File: src/hdl/irq_out_pkg.sv
// Package with constants and carrier types for the wake and fault interrupt output.
package irq_out_pkg;

    localparam int unsigned CLK_FREQ_MHZ          = 250;
    localparam int unsigned PULSE_WIDTH_US        = 100;
    localparam int unsigned PULSE_SEPARATION_US   = 100;
    localparam int unsigned PULSE_WIDTH_CYCLES    = PULSE_WIDTH_US * CLK_FREQ_MHZ;
    localparam int unsigned PULSE_SEP_CYCLES      = PULSE_SEPARATION_US * CLK_FREQ_MHZ;
    localparam int unsigned TIMER_W               = 16;

    // Wake status bit positions.
    localparam int unsigned WAKE_CAN_BIT          = 0;
    localparam int unsigned WAKE_CAN_BUS_TIMEOUT_FLAG_BIT        = 1;
    localparam int unsigned WAKE_PIN_BIT          = 2;
    localparam int unsigned WAKE_TIMER_BIT        = 3;
    localparam int unsigned WAKE_W                = 4;
    localparam int unsigned FAULT_W               = 8;

    localparam logic [WAKE_W-1:0]  WAKE_RESET   = 4'h0;
    localparam logic [FAULT_W-1:0] FAULT_RESET  = 8'h00;

    // Device operating modes, one-hot.
    typedef enum logic [5:0] {
        MODE_INIT      = 6'b000001,
        MODE_NORMAL    = 6'b000010,
        MODE_STOP      = 6'b000100,
        MODE_SLEEP     = 6'b001000,
        MODE_RESTART   = 6'b010000,
        MODE_FAILSAFE  = 6'b100000
    } dev_mode_t;

    // Pulse sequencer states, one-hot.
    typedef enum logic [2:0] {
        PS_IDLE  = 3'b001,
        PS_PULSE = 3'b010,
        PS_SEP   = 3'b100
    } pulse_state_t;

    // Wake events, one per source.
    typedef struct packed {
        logic timer;
        logic wake_pin;
        logic can_timeout;
        logic can_wake;
    } wake_evt_t;

    // Configuration seen by the interrupt logic.
    typedef struct packed {
        logic             int_global;
        logic             can_timeout_irq_mask;
        logic             gpio_is_wake;
        logic [WAKE_W-1:0] wake_enable;
        logic             gpio_wake_enable;
    } irq_cfg_t;

endpackage

File: src/hdl/wake_and_fault_interrupt_output.sv
// Interrupt output sequencer with latched wake and failure status.
//
// Function
// In Normal or Stop mode an event drives irq_out_n low for the pulse width.
// Between pulses irq_out_n stays high at least the separation time.
// A pulse never changes the device operating mode.
// Class bit 0: only latched wake status raises interrupts; secondary only if GPIO wake.
// A wake event interrupts only when its source is enabled for wake.
// CAN timeout is a wake source gated only by its own mask bit.
// Wake sources: CAN wake or timeout, wake pin, cyclic timer, GPIO wake input.
// Class bit 1: latched failure events interrupt in addition to wake events.
// Pin level, identification and selective-wake registers never raise interrupts.
// Undervoltage, watchdog, short, thermal, failure, power-on and state bits never interrupt.
// No pulses in Restart, Fail-Safe or Sleep mode; a pulse already running when the mode changes still completes.
// Entering Stop mode with any wake bit still set raises an interrupt.
// Visible status registers update at each falling edge of a pulse.
// Events stay latched until the host clears them; pin level is live.
// Host should reread a status register after clearing it to confirm.
// In Init mode the interrupt pin senses the configuration selection instead.
// Pulse width and separation are timed by counters, about 100 us each.
// Events during pulse or separation are held and signalled afterwards.
`timescale 1ns/1ps
`default_nettype none

module wake_and_fault_interrupt_output
    import irq_out_pkg::*;
(
    input  wire logic              clk_sys_i,           // System clock, 250 MHz
    input  wire logic              reset_n_i,           // Synchronous reset, active low
    input  wire dev_mode_t         dev_mode_i,          // Current operating mode
    input  wire irq_cfg_t          cfg_i,               // Class select, masks, wake enables
    input  wire wake_evt_t         wake_evt_i,          // Wake event strobes
    input  wire logic              gpio_wake_evt_i,     // GPIO wake input event strobe
    input  wire logic [FAULT_W-1:0] fault_evt_i,        // Interrupt-capable failure strobes
    input  wire logic [WAKE_W-1:0] wake_primary_clr_i,  // Host clear of primary wake bits
    input  wire logic              wake_secondary_clr_i,// Host clear of secondary wake bit
    input  wire logic [FAULT_W-1:0] fault_clr_i,        // Host clear of failure bits
    input  wire logic              irq_pin_in_i,        // Level sensed on the pin
    output logic                   irq_out_n_o,         // Pin output level, active low
    output logic                   irq_pin_oe_n_o,      // Pin output enable, active low
    output logic                   cfg_select_o,        // Configuration sensed in Init mode
    output logic [WAKE_W-1:0]      wake_status_primary_o,   // Host-visible primary wake status
    output logic                   wake_status_secondary_o, // Host-visible GPIO wake status
    output logic [FAULT_W-1:0]     fault_status_o       // Host-visible failure status
);

    // Latched events; the host-visible copies are refreshed at pulse start.
    logic [WAKE_W-1:0]  wake_lat_reg, wake_lat_next;
    logic               gpio_lat_reg, gpio_lat_next;
    logic [FAULT_W-1:0] fault_lat_reg, fault_lat_next;
    logic [WAKE_W-1:0]  wake_vis_reg, wake_vis_next;
    logic               gpio_vis_reg, gpio_vis_next;
    logic [FAULT_W-1:0] fault_vis_reg, fault_vis_next;

    pulse_state_t       state_reg, state_next;
    logic [TIMER_W-1:0] timer_reg, timer_next;
    logic               pending_reg, pending_next;
    logic               was_stop_reg, was_stop_next;
    logic               irq_n_reg, irq_n_next;
    logic               oe_n_reg, oe_n_next;
    logic               cfg_sel_reg, cfg_sel_next;

    logic [WAKE_W-1:0]  wake_en_mask;
    logic               new_event;
    logic               stop_entry;
    logic               pulse_allowed;

    // Per-source gating of the primary wake bits.
    genvar g;
    generate
        for (g = 0; g < int'(WAKE_W); g++) begin : g_wake_mask
            if (g == WAKE_CAN_BUS_TIMEOUT_FLAG_BIT) begin : g_can_bus_timeout_flag
                assign wake_en_mask[g] = cfg_i.can_timeout_irq_mask;
            end else begin : g_other
                assign wake_en_mask[g] = cfg_i.wake_enable[g];
            end
        end
    endgenerate

    always_comb begin
        logic [WAKE_W-1:0]  wake_set;
        logic               gpio_set;
        logic [FAULT_W-1:0] fault_set;
        wake_set  = {wake_evt_i.timer, wake_evt_i.wake_pin,
                     wake_evt_i.can_timeout, wake_evt_i.can_wake};
        gpio_set  = gpio_wake_evt_i & cfg_i.gpio_is_wake;
        fault_set = fault_evt_i;

        // Set wins over a host clear in the same cycle.
        wake_lat_next  = (wake_lat_reg & ~wake_primary_clr_i) | wake_set;
        gpio_lat_next  = (gpio_lat_reg & ~wake_secondary_clr_i) | gpio_set;
        fault_lat_next = (fault_lat_reg & ~fault_clr_i) | fault_set;

        // The class bit is deliberately left out of the CAN timeout term.
        new_event = |(wake_set & wake_en_mask)
                  | (gpio_set & cfg_i.gpio_wake_enable)
                  | (cfg_i.int_global & (|fault_set));

        was_stop_next = (dev_mode_i == MODE_STOP);
        stop_entry    = (dev_mode_i == MODE_STOP) && !was_stop_reg
                      && ((|wake_lat_reg) || (gpio_lat_reg && cfg_i.gpio_is_wake));

        pulse_allowed = (dev_mode_i == MODE_NORMAL) || (dev_mode_i == MODE_STOP);
    end

    // Pulse sequencer; it only reads the mode and never drives it (see).
    always_comb begin
        state_next     = state_reg;
        timer_next     = timer_reg;
        pending_next   = pending_reg | new_event | stop_entry;
        irq_n_next     = 1'b1;
        wake_vis_next  = wake_vis_reg & ~wake_primary_clr_i;
        gpio_vis_next  = gpio_vis_reg & ~wake_secondary_clr_i;
        fault_vis_next = fault_vis_reg & ~fault_clr_i;
        case (state_reg)
            PS_IDLE: begin
                if (pending_next && pulse_allowed) begin
                    state_next     = PS_PULSE;
                    timer_next     = TIMER_W'(PULSE_WIDTH_CYCLES - 1);
                    pending_next   = 1'b0;
                    irq_n_next     = 1'b0;
                    wake_vis_next  = wake_lat_next;
                    gpio_vis_next  = gpio_lat_next;
                    fault_vis_next = fault_lat_next;
                end else if (!pulse_allowed) begin
                    pending_next   = 1'b0;
                end
            end
            PS_PULSE: begin
                if (timer_reg == '0) begin
                    state_next = PS_SEP;
                    timer_next = TIMER_W'(PULSE_SEP_CYCLES - 1);
                end else begin
                    timer_next = timer_reg - 1'b1;
                    irq_n_next = 1'b0;
                end
            end
            PS_SEP: begin
                if (timer_reg == '0) begin
                    state_next = PS_IDLE;
                end else begin
                    timer_next = timer_reg - 1'b1;
                end
            end
            default: begin
                state_next = PS_IDLE;
                timer_next = '0;
            end
        endcase
    end

    // Pin ownership: in Init mode the driver is released so the strap can be sensed.
    always_comb begin
        oe_n_next    = (dev_mode_i == MODE_INIT);
        cfg_sel_next = (dev_mode_i == MODE_INIT) ? irq_pin_in_i : cfg_sel_reg;
    end

    always_ff @(posedge clk_sys_i) begin
        if (!reset_n_i) begin
            wake_lat_reg  <= WAKE_RESET;
            gpio_lat_reg  <= 1'b0;
            fault_lat_reg <= FAULT_RESET;
            wake_vis_reg  <= WAKE_RESET;
            gpio_vis_reg  <= 1'b0;
            fault_vis_reg <= FAULT_RESET;
            state_reg     <= PS_IDLE;
            timer_reg     <= '0;
            pending_reg   <= 1'b0;
            was_stop_reg  <= 1'b0;
            irq_n_reg     <= 1'b1;
            oe_n_reg      <= 1'b1;
            cfg_sel_reg   <= 1'b0;
        end else begin
            wake_lat_reg  <= wake_lat_next;
            gpio_lat_reg  <= gpio_lat_next;
            fault_lat_reg <= fault_lat_next;
            wake_vis_reg  <= wake_vis_next;
            gpio_vis_reg  <= gpio_vis_next;
            fault_vis_reg <= fault_vis_next;
            state_reg     <= state_next;
            timer_reg     <= timer_next;
            pending_reg   <= pending_next;
            was_stop_reg  <= was_stop_next;
            irq_n_reg     <= irq_n_next;
            oe_n_reg      <= oe_n_next;
            cfg_sel_reg   <= cfg_sel_next;
        end
    end

    assign irq_out_n_o             = irq_n_reg;
    assign irq_pin_oe_n_o          = oe_n_reg;
    assign cfg_select_o            = cfg_sel_reg;
    assign wake_status_primary_o   = wake_vis_reg;
    assign wake_status_secondary_o = gpio_vis_reg;
    assign fault_status_o          = fault_vis_reg;

endmodule

`default_nettype wire

File: config.mk
export PLATFORM = sky130hd
export DESIGN_NAME = wake_and_fault_interrupt_output
export DESIGN_NICKNAME = d
export VERILOG_FILES = /design/src/hdl/irq_out_pkg.sv /design/src/hdl/wake_and_fault_interrupt_output.sv
export SDC_FILE = /design/constraint.sdc
export NUM_CORES = 1
export LEC_CHECK = 0
export BUFFER_PORTS_ARGS = -buffer_cell sky130_fd_sc_hd__buf_2
export CAP_MARGIN = 20
export CORE_MARGIN = 2
export CORE_UTILIZATION = 30
export DETAILED_ROUTE_END_ITERATION = 10
export HOLD_SLACK_MARGIN = 0.1
export REMOVE_ABC_BUFFERS = 1
export SYNTH_ARGS = -nofsm -noshare
export SYNTH_HDL_FRONTEND = slang
export SYNTH_SLANG_ARGS = --single-unit
File: constraint.sdc
create_clock -name clk_sys_i -period 2.45 [get_ports clk_sys_i]
set_clock_uncertainty 0.2 [all_clocks]
set_input_delay 0.49 -clock clk_sys_i [delete_from_list [all_inputs] [get_ports clk_sys_i]]
set_output_delay 0.49 -clock clk_sys_i [all_outputs]
set_load 0.005 [all_outputs]
==> results_tabular.tex, run 1 <==
\begin{tabular}{lr}
\hline
Metric & Value \\
\hline
\multicolumn{2}{l}{\textbf{Outcome}} \\
Run status & finished clean \\
\multicolumn{2}{l}{\textbf{Timing}} \\
Max Transition Viols Final & 0 \\
Fmax & 430 MHz \\
Actual slew at the worst max-slew pin & 0.549 ns \\
Minimum hold slack & 0.206 ns \\
Setup violation total in the final timing report & 0 \\
Setup Total Neg Slack & 0 ns \\
Fin. Hold Viols & 0 \\
RSZ-0062 raised after global routing & false \\
Clock period minus worst slack & 2.32 ns \\
Min setup slack post-route & 0.125 ns \\
Max-slew headroom at the worst pin & 63.1\% \\
Fin crit share & 94.9\% \\
\multicolumn{2}{l}{\textbf{Clock network}} \\
Insertion delay to the later sink of the worst-skew pair & 0.31 ns \\
Clock edge transition at the registers on the reported setup and hold paths & 0.09 ns \\
Maximum level of the CTS H-tree & 2 \\
TritonCTS buffer count & 5 \\
Sinks on Clock Net & 50 \\
Longest Clk Path Bufs & 2 \\
Count of hold buffers inserted by post-cts repair & 0 \\
Clock Tree Root & sky130\_fd\_sc\_hd\_\_clkbuf\_8 \\
Clock tree from TritonCTS & done \\
\multicolumn{2}{l}{\textbf{Cells and area}} \\
Area of the multi-input gates & 1430 um2 \\
Nets@finish & 434 \\
Antenna diodes & 0 \\
Fill cell count & 866 \\
Layout Cells excl Fill & 495 \\
Register area & 1000 um2 \\
Flip-flop count of the largest register, all copies and words added & 16 \\
Design area & 3220 um2 \\
Layout overhead on the synthesized area & 27.7\% \\
Share of cells above drive strength 1 & 29.2\% \\
Final core utilization & 39.4\% \\
\multicolumn{2}{l}{\textbf{Critical path}} \\
Reg2Reg Depth & 6 \\
Data required time of the worst path & 2.50 ns \\
Worst flop-to-flop path startpoint & timer\_reg[8]\$\_SDFFE\_PN0P\_ \\
Category of the most critical setup path & flip-flop to flip-flop \\
Reg2reg setup slack & 0.13 ns \\
Worst setup SP type & flip-flop \\
Signal arrival time at the worst endpoint & 2.37 ns \\
Worst setup path start & timer\_reg[8]\$\_SDFFE\_PN0P\_ \\
Kind of end point of the critical path & flip-flop \\
R2R Path End & timer\_reg[0]\$\_SDFFE\_PN0P\_ \\
Crit path to & timer\_reg[0]\$\_SDFFE\_PN0P\_ \\
Critical path fanouts, max & 9 \\
\multicolumn{2}{l}{\textbf{Synthesis}} \\
Post-synthesis register bit count & 50 \\
Synth Cell Area & 2520 um2 \\
Largest cells by area after synthesis & sky130\_fd\_sc\_hd\_\_dfxtp\_1 40\%, sky130\_fd\_sc\_hd\_\_nand3\_1 5.8\%, sky130\_fd\_sc\_hd\_\_nor2\_1 5.2\% \\
Main synth FF type & sky130\_fd\_sc\_hd\_\_dfxtp\_1 \\
Largest area contributor in the netlist & sky130\_fd\_sc\_hd\_\_dfxtp\_1 \\
Count of synthesis-stage warnings from yosys & 0 \\
Portion of the post-synthesis area used by sequential elements & 39.7\% \\
Syn Area/Cell & 8.16 um2 \\
Number of instances in the synthesized netlist & 309 \\
EDFF count, synth & 0 \\
Share of flip-flops with an asynchronous set or reset after synthesis & 0\% \\
Number of library cell types mapped by synthesis & 43 \\
Area fraction of the dominant cell type after synthesis & 39.7\% \\
\multicolumn{2}{l}{\textbf{Routing}} \\
Number of routed nets with antenna violations & 0 \\
DR vias/cell & 5.13 \\
1st-iter DRT viols & 175 \\
DRC violation count after routing & 0 \\
First-pass iteration count of the detailed router & 4 \\
Total length of routed wires & 6690 um \\
Total via count after detailed routing & 2539 \\
Final routed wire length divided by cell count & 13.5 um \\
\multicolumn{2}{l}{\textbf{Power and ir drop}} \\
Total Power & 1.68 mW \\
Static leakage power & 1.33 nW \\
Power per standard cell area & 521 nW/um2 \\
Max rail drop VDD & 0.000212 V \\
\multicolumn{2}{l}{\textbf{Min path}} \\
Hold Path Class & primary input to flip-flop \\
\multicolumn{2}{l}{\textbf{Global route}} \\
Number of antenna violations at the first check in global routing & 0 \\
Maximum number of pins on one net before global-route repair & 22 \\
GRT Residual Overflow & 0 \\
First-pass GRT wire length & 11000 um \\
Vias in the first global route & 2382 \\
Overall fraction of global-route tracks in use & 15.2\% \\
\multicolumn{2}{l}{\textbf{Floorplanning}} \\
Height of the die & 95.7 um \\
IO Count & 59 \\
Die footprint & 9150 um2 \\
Initial core utilization & 30.8\% \\
Number of rows created at floorplan & 33 \\
Area of the core region & 8180 um2 \\
Horizontal extent of the die & 95.7 um \\
\multicolumn{2}{l}{\textbf{Placed design}} \\
Port-buffer cells & 57 \\
Cells after DPL & 487 \\
Instance area at placement & 3110 um2 \\
HPWL after detailed placement & 5060 um \\
Global placement routability congestion & 0.870 \\
Worst setup timing slack at the placement stage & -0.246 ns \\
\multicolumn{2}{l}{\textbf{Job}} \\
Max-Cap Viols & 0 \\
\hline
\end{tabular}
## placed cells by master (no fill, tap or decap), types with 4 or more instances in the layout
cell,count
sky130_fd_sc_hd__nor2b_1,20
sky130_fd_sc_hd__nor3_1,8
sky130_fd_sc_hd__dfxtp_1,50
sky130_fd_sc_hd__and3_1,5
sky130_fd_sc_hd__inv_1,11
sky130_fd_sc_hd__clkbuf_8,5
sky130_fd_sc_hd__buf_2,57
sky130_fd_sc_hd__a21o_1,5
sky130_fd_sc_hd__nand3_1,29
sky130_fd_sc_hd__buf_4,29
sky130_fd_sc_hd__nand2b_1,7
sky130_fd_sc_hd__nor4_1,7
sky130_fd_sc_hd__a21oi_1,18
sky130_fd_sc_hd__a31oi_1,14
sky130_fd_sc_hd__mux2_2,4
sky130_fd_sc_hd__o21ai_0,19
sky130_fd_sc_hd__nor2_1,35
sky130_fd_sc_hd__nand2_1,14
sky130_fd_sc_hd__a211oi_1,5
sky130_fd_sc_hd__o31ai_1,4
## layer usage
layer  wire length [um]  vias to the layer above  GRT usage [%]  share of wire, %
li1                   -                     1289              -                 -
met1               3170                     1170           20.1                47
met2               3090                       75           24.8                46
met3                349                        5           2.37               5.2
met4                 79                        0           5.36               1.2
met5                  0                        -              0                 0
## worst max-delay path: stages, from the launching register on
cell                      delay [ns]
sky130_fd_sc_hd__dfxtp_1        0.35
sky130_fd_sc_hd__nor4_2         0.54
sky130_fd_sc_hd__nand4_1        0.25
sky130_fd_sc_hd__or3_1          0.41
sky130_fd_sc_hd__o21ai_4        0.17
sky130_fd_sc_hd__buf_4          0.18
sky130_fd_sc_hd__mux2i_1        0.16
## cell usage after synthesis (5+ instances only)
library cell	count
sky130_fd_sc_hd__a21oi_1	18
sky130_fd_sc_hd__nand2b_1	7
sky130_fd_sc_hd__nor3_1	8
sky130_fd_sc_hd__nor2b_1	20
sky130_fd_sc_hd__clkbuf_1	8
sky130_fd_sc_hd__nor2_1	35
sky130_fd_sc_hd__dfxtp_1	50
sky130_fd_sc_hd__and3_1	5
sky130_fd_sc_hd__a21o_1	5
sky130_fd_sc_hd__nand2_1	14
sky130_fd_sc_hd__o21ai_0	19
sky130_fd_sc_hd__buf_2	5
sky130_fd_sc_hd__a211oi_1	5
sky130_fd_sc_hd__nand3_1	29
sky130_fd_sc_hd__nor4_1	8
sky130_fd_sc_hd__a31oi_1	14
sky130_fd_sc_hd__inv_1	11
## how the worst min path moves through the flow
stage                                              to                        start  slack [ns]  cells after the start
final                       cfg_select_o$_SDFFE_PN0P_                 irq_pin_in_i        0.21                      3
after global routing        cfg_select_o$_SDFFE_PN0P_                 irq_pin_in_i        0.23                      3
after CTS                   cfg_select_o$_SDFFE_PN0P_                 irq_pin_in_i        0.20                      3
after detailed placement    state_reg[2]$_SDFFE_PN0P_    state_reg[0]$_SDFFE_PN1P_        0.28                      1
after global placement    fault_lat_reg[7]$_SDFF_PN0_  fault_lat_reg[7]$_SDFF_PN0_        0.27                      2
after floorplan             state_reg[2]$_SDFFE_PN0P_    state_reg[0]$_SDFFE_PN1P_        0.25                      1
## where the power goes
group	switching, mW	total, mW	internal (mW)
Clock	0.291	0.492	0.201
Combinational	0.183	0.332	0.149
Sequential	0.0158	0.854	0.838
Total	0.489	1.68	1.19
## logic make-up (layout without fill, tap and decap cells)
| kind of cell | count (synthesis) | in the layout | share of synthesized area (%) |
|---|---|---|---|
| AOI/OAI and AO/OA | 80 | 80 | 22.2 |
| buffers and inverters | 26 | 107 | 4.12 |
| muxes | 7 | 7 | 2.98 |
| DFF | 50 | 50 | 39.7 |
| and+or+nand+nor | 144 | 144 | 30.0 |
| adders and majority gates | 2 | 2 | 0.992 |
## layout make-up
cell class | count | area share [%]
clock inverters | 3 | 0.661
well taps | 105 | 4.08
flip-flops and latches | 50 | 31.1
clock buffers | 5 | 2.14
repair buffers | 88 | 16.3
inverters | 11 | 1.28
multi-input cells | 233 | 44.4
## repair_timing
item                                    4_1_cts  5_1_grt
gates resized for setup                       0        6
endpoints found under the setup margin        0        8
setup buffers                                 0        0
No activity file was read; power rests on OpenSTA's default activity.
==> run 2: changes to the inputs <==
--- a/config.mk
+++ b/config.mk
@@ -7,6 +7,7 @@
 export LEC_CHECK = 0
 export BUFFER_PORTS_ARGS = -buffer_cell sky130_fd_sc_hd__buf_2
 export CAP_MARGIN = 20
+export CORE_ASPECT_RATIO = 1.1
 export CORE_MARGIN = 2
 export CORE_UTILIZATION = 30
 export DETAILED_ROUTE_END_ITERATION = 10
==> results_tabular.tex, run 2 (synthesis gave the netlist of run 1 again) <==
\begin{tabular}{lr}
\hline
Metric & Value \\
\hline
\multicolumn{2}{l}{\textbf{Global route}} \\
Vias in the first global route & 2357 \\
Met1 track demand over resource & 18.1\% \\
Number of antenna violations at the first check in global routing & 0 \\
First-pass GRT wire length & 10800 um \\
Met3 track demand over resource & 3.00\% \\
GRT Residual Overflow & 0 \\
Maximum number of pins on one net before global-route repair & 31 \\
Overall fraction of global-route tracks in use & 14.6\% \\
Busiest grt layer & met2 \\
Met2 usage & 24.7\% \\
\multicolumn{2}{l}{\textbf{Routing}} \\
Total length of routed wires & 6670 um \\
DRC violation count after routing & 0 \\
DR vias/cell & 5.13 \\
1st-iter DRT viols & 162 \\
First-pass iteration count of the detailed router & 5 \\
Number of routed nets with antenna violations & 0 \\
Total via count after detailed routing & 2514 \\
Final routed wire length divided by cell count & 13.6 um \\
\multicolumn{2}{l}{\textbf{Cells and area}} \\
Most frequent standard cell in the layout excluding fill and tap cells & sky130\_fd\_sc\_hd\_\_buf\_2 \\
Flip-flop count of the largest register, all copies and words added & 16 \\
Layout Cells excl Fill & 490 \\
Register area & 1000 um2 \\
Share of cells above drive strength 1 & 26.9\% \\
Antenna diodes & 0 \\
Design area & 3140 um2 \\
Highest-count cells in the layout ignoring fill and taps & 57 x sky130\_fd\_sc\_hd\_\_buf\_2, 50 x sky130\_fd\_sc\_hd\_\_dfxtp\_1, 35 x sky130\_fd\_sc\_hd\_\_nor2\_1 \\
Layout overhead on the synthesized area & 24.6\% \\
Area of the multi-input gates & 1430 um2 \\
Fill cell count & 846 \\
Nets@finish & 423 \\
\multicolumn{2}{l}{\textbf{Clock network}} \\
Count of hold buffers inserted by post-cts repair & 0 \\
Quantity of gates resized following cts & 0 \\
Insertion delay to the later sink of the worst-skew pair & 0.31 ns \\
Sinks on Clock Net & 50 \\
Longest Clk Path Bufs & 2 \\
Setup bufs post-CTS & 0 \\
Clock tree from TritonCTS & done \\
TritonCTS buffer count & 5 \\
Maximum level of the CTS H-tree & 2 \\
Clock Tree Root & sky130\_fd\_sc\_hd\_\_clkbuf\_8 \\
Clock edge transition at the registers on the reported setup and hold paths & 0.10 ns \\
\multicolumn{2}{l}{\textbf{Timing}} \\
RSZ-0062 raised after global routing & false \\
Setup violation total in the final timing report & 0 \\
Max-slew headroom at the worst pin & 60.1\% \\
Clock period minus worst slack & 2.33 ns \\
Fmax & 429 MHz \\
Actual slew at the worst max-slew pin & 0.592 ns \\
Minimum hold slack & 0.210 ns \\
Fin crit share & 95.2\% \\
Max Transition Viols Final & 0 \\
Fin. Hold Viols & 0 \\
\multicolumn{2}{l}{\textbf{Power and ir drop}} \\
Max rail drop VDD & 0.000203 V \\
Static leakage power & 1.28 nW \\
Power per standard cell area & 539 nW/um2 \\
Total Power & 1.69 mW \\
\multicolumn{2}{l}{\textbf{Floorplanning}} \\
Number of rows created at floorplan & 35 \\
Initial core utilization & 30.5\% \\
Area of the core region & 8280 um2 \\
Die footprint & 9150 um2 \\
Height of the die & 100 um \\
IO Count & 59 \\
Horizontal extent of the die & 91.4 um \\
\multicolumn{2}{l}{\textbf{Min path}} \\
Hold Path Class & primary input to flip-flop \\
\multicolumn{2}{l}{\textbf{Critical path}} \\
Kind of end point of the critical path & flip-flop \\
Worst setup SP type & primary input \\
Data required time of the worst path & 2.45 ns \\
Category of the most critical setup path & primary input to flip-flop \\
Critical path fanouts, max & 4 \\
Signal arrival time at the worst endpoint & 2.34 ns \\
\multicolumn{2}{l}{\textbf{Placed design}} \\
Port-buffer cells & 57 \\
Cells after DPL & 482 \\
HPWL after detailed placement & 4910 um \\
Global placement routability congestion & 0.852 \\
Instance area at placement & 3030 um2 \\
\multicolumn{2}{l}{\textbf{Outcome}} \\
Run status & finished clean \\
\multicolumn{2}{l}{\textbf{Job}} \\
Max-Cap Viols & 0 \\
\hline
\end{tabular}
[run 2: power breakdown]
group          internal (mW)  switching, mW  total, mW
clock network          0.228          0.290      0.517
registers              0.839         0.0177      0.856
logic                  0.138          0.182      0.320
total                   1.20          0.490       1.69
[run 2: worst max-delay path, cell delays in order]
cell and delay [ns]:
sky130_fd_sc_hd__buf_2 0.10, sky130_fd_sc_hd__or4_4 0.56, sky130_fd_sc_hd__a2111oi_4 0.36, sky130_fd_sc_hd__o31ai_2 0.13, sky130_fd_sc_hd__nor2_1 0.31, sky130_fd_sc_hd__mux2_2 0.38
[run 2: worst paths after layout]
kind | startpoint | end | slack (ns) | cells past startpoint
min | irq_pin_in_i | cfg_select_o$_SDFFE_PN0P_ | 0.21 | 3
min reg2reg | gpio_lat_reg$_SDFF_PN0_ | gpio_lat_reg$_SDFF_PN0_ | 0.30 | 2
max | dev_mode_i[0] | wake_status_primary_o[3]$_SDFF_PN0_ | 0.12 | 6
max reg2reg | timer_reg[0]$_SDFFE_PN0P_ | timer_reg[15]$_SDFFE_PN0P_ | 0.18 | 8
[run 2: layout make-up]
class / instances / area share, %
Tap cell: 111 / 4.42
Multi-Input combinational cell: 233 / 45.5
Sequential cell: 50 / 31.9
Clock buffer: 6 / 2.63
Clock inverter: 2 / 0.398
Inverter: 11 / 1.31
Timing Repair Buffer: 77 / 13.9
[run 2: stage by stage]
step	setup slack (ns)	util, %	TNS (ns)
floorplan	-0.0668	-	-0.107
global placement	-0.176	36.6	-3.23
detailed placement	-0.226	36.6	-3.57
CTS	0.113	37.8	0
global route	0.00181	37.9	0
finish	0.117	37.9	0
[run 2: metal layers]
metal / vias to the layer above / share of wire [%]
met2: 92 / 46
met3: 10 / 5.7
met1: 1145 / 47
met4: 0 / 2.1
met5: - / 0
li1: 1267 / -
==> run 3: changes to the inputs <==
--- a/config.mk
+++ b/config.mk
@@ -5,6 +5,7 @@
 export SDC_FILE = /design/constraint.sdc
 export NUM_CORES = 1
 export LEC_CHECK = 0
+export ABC_AREA = 1
 export BUFFER_PORTS_ARGS = -buffer_cell sky130_fd_sc_hd__buf_2
 export CAP_MARGIN = 20
 export CORE_ASPECT_RATIO = 1.1
==> results_tabular.tex, run 3 <==
\begin{tabular}{lr}
\hline
Metric & Value \\
\hline
\multicolumn{2}{l}{\textbf{Synthesis}} \\
Share of flip-flops with an asynchronous set or reset after synthesis & 0\% \\
Area share of and/or/nand/nor cells after synthesis & 37.4\% \\
EDFF count, synth & 0 \\
Most frequent cell after synthesis & sky130\_fd\_sc\_hd\_\_nand2\_1 \\
Synth Cell Area & 2630 um2 \\
Area fraction of the dominant cell type after synthesis & 38.1\% \\
Post-synthesis mux area share & 0\% \\
Most instantiated cells after synthesis & 99 x sky130\_fd\_sc\_hd\_\_nand2\_1, 53 x sky130\_fd\_sc\_hd\_\_nor2\_1, 50 x sky130\_fd\_sc\_hd\_\_dfxtp\_1 \\
Count of synthesis-stage warnings from yosys & 0 \\
Largest family of logic cells by synthesized area & simple AND/OR/NAND/NOR gates \\
Number of instances in the synthesized netlist & 383 \\
Area share of xor/xnor cells in the synthesized design & 2.67\% \\
Largest area contributor in the netlist & sky130\_fd\_sc\_hd\_\_dfxtp\_1 \\
Number of library cell types mapped by synthesis & 31 \\
Largest cells by area after synthesis & sky130\_fd\_sc\_hd\_\_dfxtp\_1 38\%, sky130\_fd\_sc\_hd\_\_nand2\_1 14\%, sky130\_fd\_sc\_hd\_\_nor2\_1 7.6\% \\
Adder-cell share of the synthesized area & 0.953\% \\
Syn Area/Cell & 6.86 um2 \\
Post-synthesis register bit count & 50 \\
Fraction of the mapped netlist area in compound gates & 11.0\% \\
Main synth FF type & sky130\_fd\_sc\_hd\_\_dfxtp\_1 \\
Portion of the post-synthesis area used by sequential elements & 38.1\% \\
\multicolumn{2}{l}{\textbf{Timing}} \\
Max-slew headroom at the worst pin & 64.5\% \\
Setup violation total in the final timing report & 0 \\
RSZ-0062 raised after global routing & false \\
Min setup slack post-route & 0.547 ns \\
Actual slew at the worst max-slew pin & 0.532 ns \\
Max Transition Viols Final & 0 \\
Setup Total Neg Slack & 0 ns \\
Fin crit share & 77.7\% \\
Fmax & 525 MHz \\
Clock period minus worst slack & 1.90 ns \\
Fin. Hold Viols & 0 \\
\multicolumn{2}{l}{\textbf{Critical path}} \\
Total buffers and inverters traversed by the critical path & 4 \\
Worst setup SP type & flip-flop \\
Worst path max stage delay & 0.39 ns \\
Crit path max-delay cell type & sky130\_fd\_sc\_hd\_\_nor2\_4 \\
Category of the most critical setup path & flip-flop to flip-flop \\
Worst path most repeated cell & sky130\_fd\_sc\_hd\_\_inv\_1 \\
Kind of end point of the critical path & flip-flop \\
Signal arrival time at the worst endpoint & 1.93 ns \\
Critical path fanouts, max & 16 \\
Chain of cells forming the critical path & inv\_1 > nor3\_4 > inv\_1 > nor2\_4 > inv\_2 > buf\_4 > a21oi\_1 \\
Gate family responsible for the most delay along the worst path & simple AND/OR/NAND/NOR gates \\
Data required time of the worst path & 2.48 ns \\
\multicolumn{2}{l}{\textbf{Outcome}} \\
Run status & finished clean \\
\multicolumn{2}{l}{\textbf{Floorplanning}} \\
Die footprint & 9520 um2 \\
IO Count & 59 \\
Area of the core region & 8450 um2 \\
Number of rows created at floorplan & 35 \\
Horizontal extent of the die & 93.2 um \\
Height of the die & 102 um \\
Initial core utilization & 31.1\% \\
\multicolumn{2}{l}{\textbf{Routing}} \\
Number of routed nets with antenna violations & 0 \\
Total length of routed wires & 5860 um \\
Total via count after detailed routing & 2465 \\
DRC violation count after routing & 0 \\
First-pass iteration count of the detailed router & 4 \\
1st-iter DRT viols & 53 \\
Final routed wire length divided by cell count & 10.7 um \\
DR vias/cell & 4.48 \\
\multicolumn{2}{l}{\textbf{Clock network}} \\
Clock Tree Root & sky130\_fd\_sc\_hd\_\_clkbuf\_8 \\
Setup bufs post-CTS & 0 \\
Clock edge transition at the registers on the reported setup and hold paths & 0.09 ns \\
Sinks on Clock Net & 50 \\
Insertion delay to the later sink of the worst-skew pair & 0.30 ns \\
Clock tree from TritonCTS & done \\
Longest Clk Path Bufs & 2 \\
Maximum level of the CTS H-tree & 2 \\
Quantity of gates resized following cts & 0 \\
Count of hold buffers inserted by post-cts repair & 0 \\
TritonCTS buffer count & 5 \\
\multicolumn{2}{l}{\textbf{Min path}} \\
Hold Path Class & primary input to flip-flop \\
\multicolumn{2}{l}{\textbf{Power and ir drop}} \\
Combinational share of power & 21.1\% \\
Proportion of power drawn by the clock network & 27.9\% \\
Cell internal pwr & 1.19 mW \\
NetSw & 524 uW \\
Static leakage power & 1.48 nW \\
Flop pwr share & 50.9\% \\
Power per standard cell area & 561 nW/um2 \\
Switch share & 30.6\% \\
Max rail drop VDD & 0.000184 V \\
\multicolumn{2}{l}{\textbf{Cells and area}} \\
Share of cells above drive strength 1 & 21.4\% \\
Layout overhead on the synthesized area & 16.3\% \\
Register area & 1000 um2 \\
Antenna diodes & 0 \\
Highest-count cells in the layout ignoring fill and taps & 99 x sky130\_fd\_sc\_hd\_\_nand2\_1, 57 x sky130\_fd\_sc\_hd\_\_buf\_2, 53 x sky130\_fd\_sc\_hd\_\_nor2\_1 \\
Nets@finish & 483 \\
Most frequent standard cell in the layout excluding fill and tap cells & sky130\_fd\_sc\_hd\_\_nand2\_1 \\
Fill cell count & 896 \\
Area of the multi-input gates & 1370 um2 \\
Flip-flop count of the largest register, all copies and words added & 16 \\
Design area & 3050 um2 \\
\multicolumn{2}{l}{\textbf{Placed design}} \\
Global placement routability congestion & 0.844 \\
Port-buffer cells & 57 \\
Instance area at placement & 2960 um2 \\
Worst setup timing slack at the placement stage & 0.248 ns \\
HPWL after detailed placement & 4380 um \\
\multicolumn{2}{l}{\textbf{Job}} \\
Max-Cap Viols & 0 \\
\multicolumn{2}{l}{\textbf{Global route}} \\
Maximum number of pins on one net before global-route repair & 34 \\
GRT Residual Overflow & 0 \\
Vias in the first global route & 2366 \\
Number of antenna violations at the first check in global routing & 0 \\
First-pass GRT wire length & 10100 um \\
Overall fraction of global-route tracks in use & 13.0\% \\
\hline
\end{tabular}
run 3: cell count changes after synthesis, moves of 6 or more:
cell	previous run	this run
sky130_fd_sc_hd__nand3_1	29	36
sky130_fd_sc_hd__a21oi_1	18	39
sky130_fd_sc_hd__o21ai_0	19	8
sky130_fd_sc_hd__a31oi_1	14	0
sky130_fd_sc_hd__xor2_1	0	7
sky130_fd_sc_hd__nand2b_1	7	0
sky130_fd_sc_hd__nor2_2	0	6
sky130_fd_sc_hd__nor2b_1	20	0
sky130_fd_sc_hd__inv_1	11	38
sky130_fd_sc_hd__nor2_1	35	53
sky130_fd_sc_hd__nor4_1	8	0
sky130_fd_sc_hd__nand2_1	14	99
run 3: stage by stage:
step / hold WS [ns] / total power, mW / std cells / util (%)
finish: 0.222 / 1.71 / 550 / 36.1
global route: 0.231 / 1.83 / 550 / 36.1
CTS: 0.221 / 1.74 / 550 / 36.1
detailed placement: 0.245 / 1.25 / 542 / 35.1
global placement: 0.232 / 1.25 / 542 / 35.1
floorplan: 0.240 / 1.15 / 371 / -
run 3: power by group through the flow:
stage	Clock, mW	Combinational, mW	Sequential [mW]
finish	0.479	0.362	0.872
global route	0.534	0.421	0.878
CTS	0.507	0.366	0.873
floorplan	0	0.264	0.886
detailed placement	0	0.364	0.891
global placement	0	0.361	0.890
run 3: worst min-delay path, stage by stage:
cell and delay [ns]:
sky130_fd_sc_hd__buf_2 0.09, sky130_fd_sc_hd__a21oi_1 0.04, sky130_fd_sc_hd__nor2_1 0.07
run 3: path summary, 6_finish.rpt:
| path | start | endpoint | slack (ns) | cells past startpoint |
|---|---|---|---|---|
| max | state_reg[0]$_SDFFE_PN1P_ | fault_status_o[1]$_SDFF_PN0_ | 0.55 | 7 |
| min | fault_evt_i[5] | fault_lat_reg[5]$_SDFF_PN0_ | 0.22 | 3 |
| max reg2reg | state_reg[0]$_SDFFE_PN1P_ | fault_status_o[1]$_SDFF_PN0_ | 0.55 | 7 |
| min reg2reg | cfg_select_o$_SDFFE_PN0P_ | cfg_select_o$_SDFFE_PN0P_ | 0.25 | 2 |
run 3: metal layers:
layer | share of wire (%) | global-route usage (%) | up-vias
met2 | 47 | 23.7 | 48
met5 | 0 | 0 | -
met1 | 47 | 15.7 | 1081
met4 | 0.94 | 3.39 | 0
li1 | - | - | 1326
met3 | 4.9 | 2.36 | 10
run 3: logic make-up after synthesis:
logic type,Yosys count
fa+ha+maj,2
simple gates,216
flops,50
buf+inv,52
compound gates,55
xor+xnor,8
run 3: cell type report:
cell class | count | area share [%]
multi-input cells | 281 | 44.7
flip-flops and latches | 50 | 32.8
repair buffers | 60 | 10.1
inverters | 40 | 4.92
well taps | 111 | 4.55
clock buffers | 5 | 2.25
clock inverters | 3 | 0.696
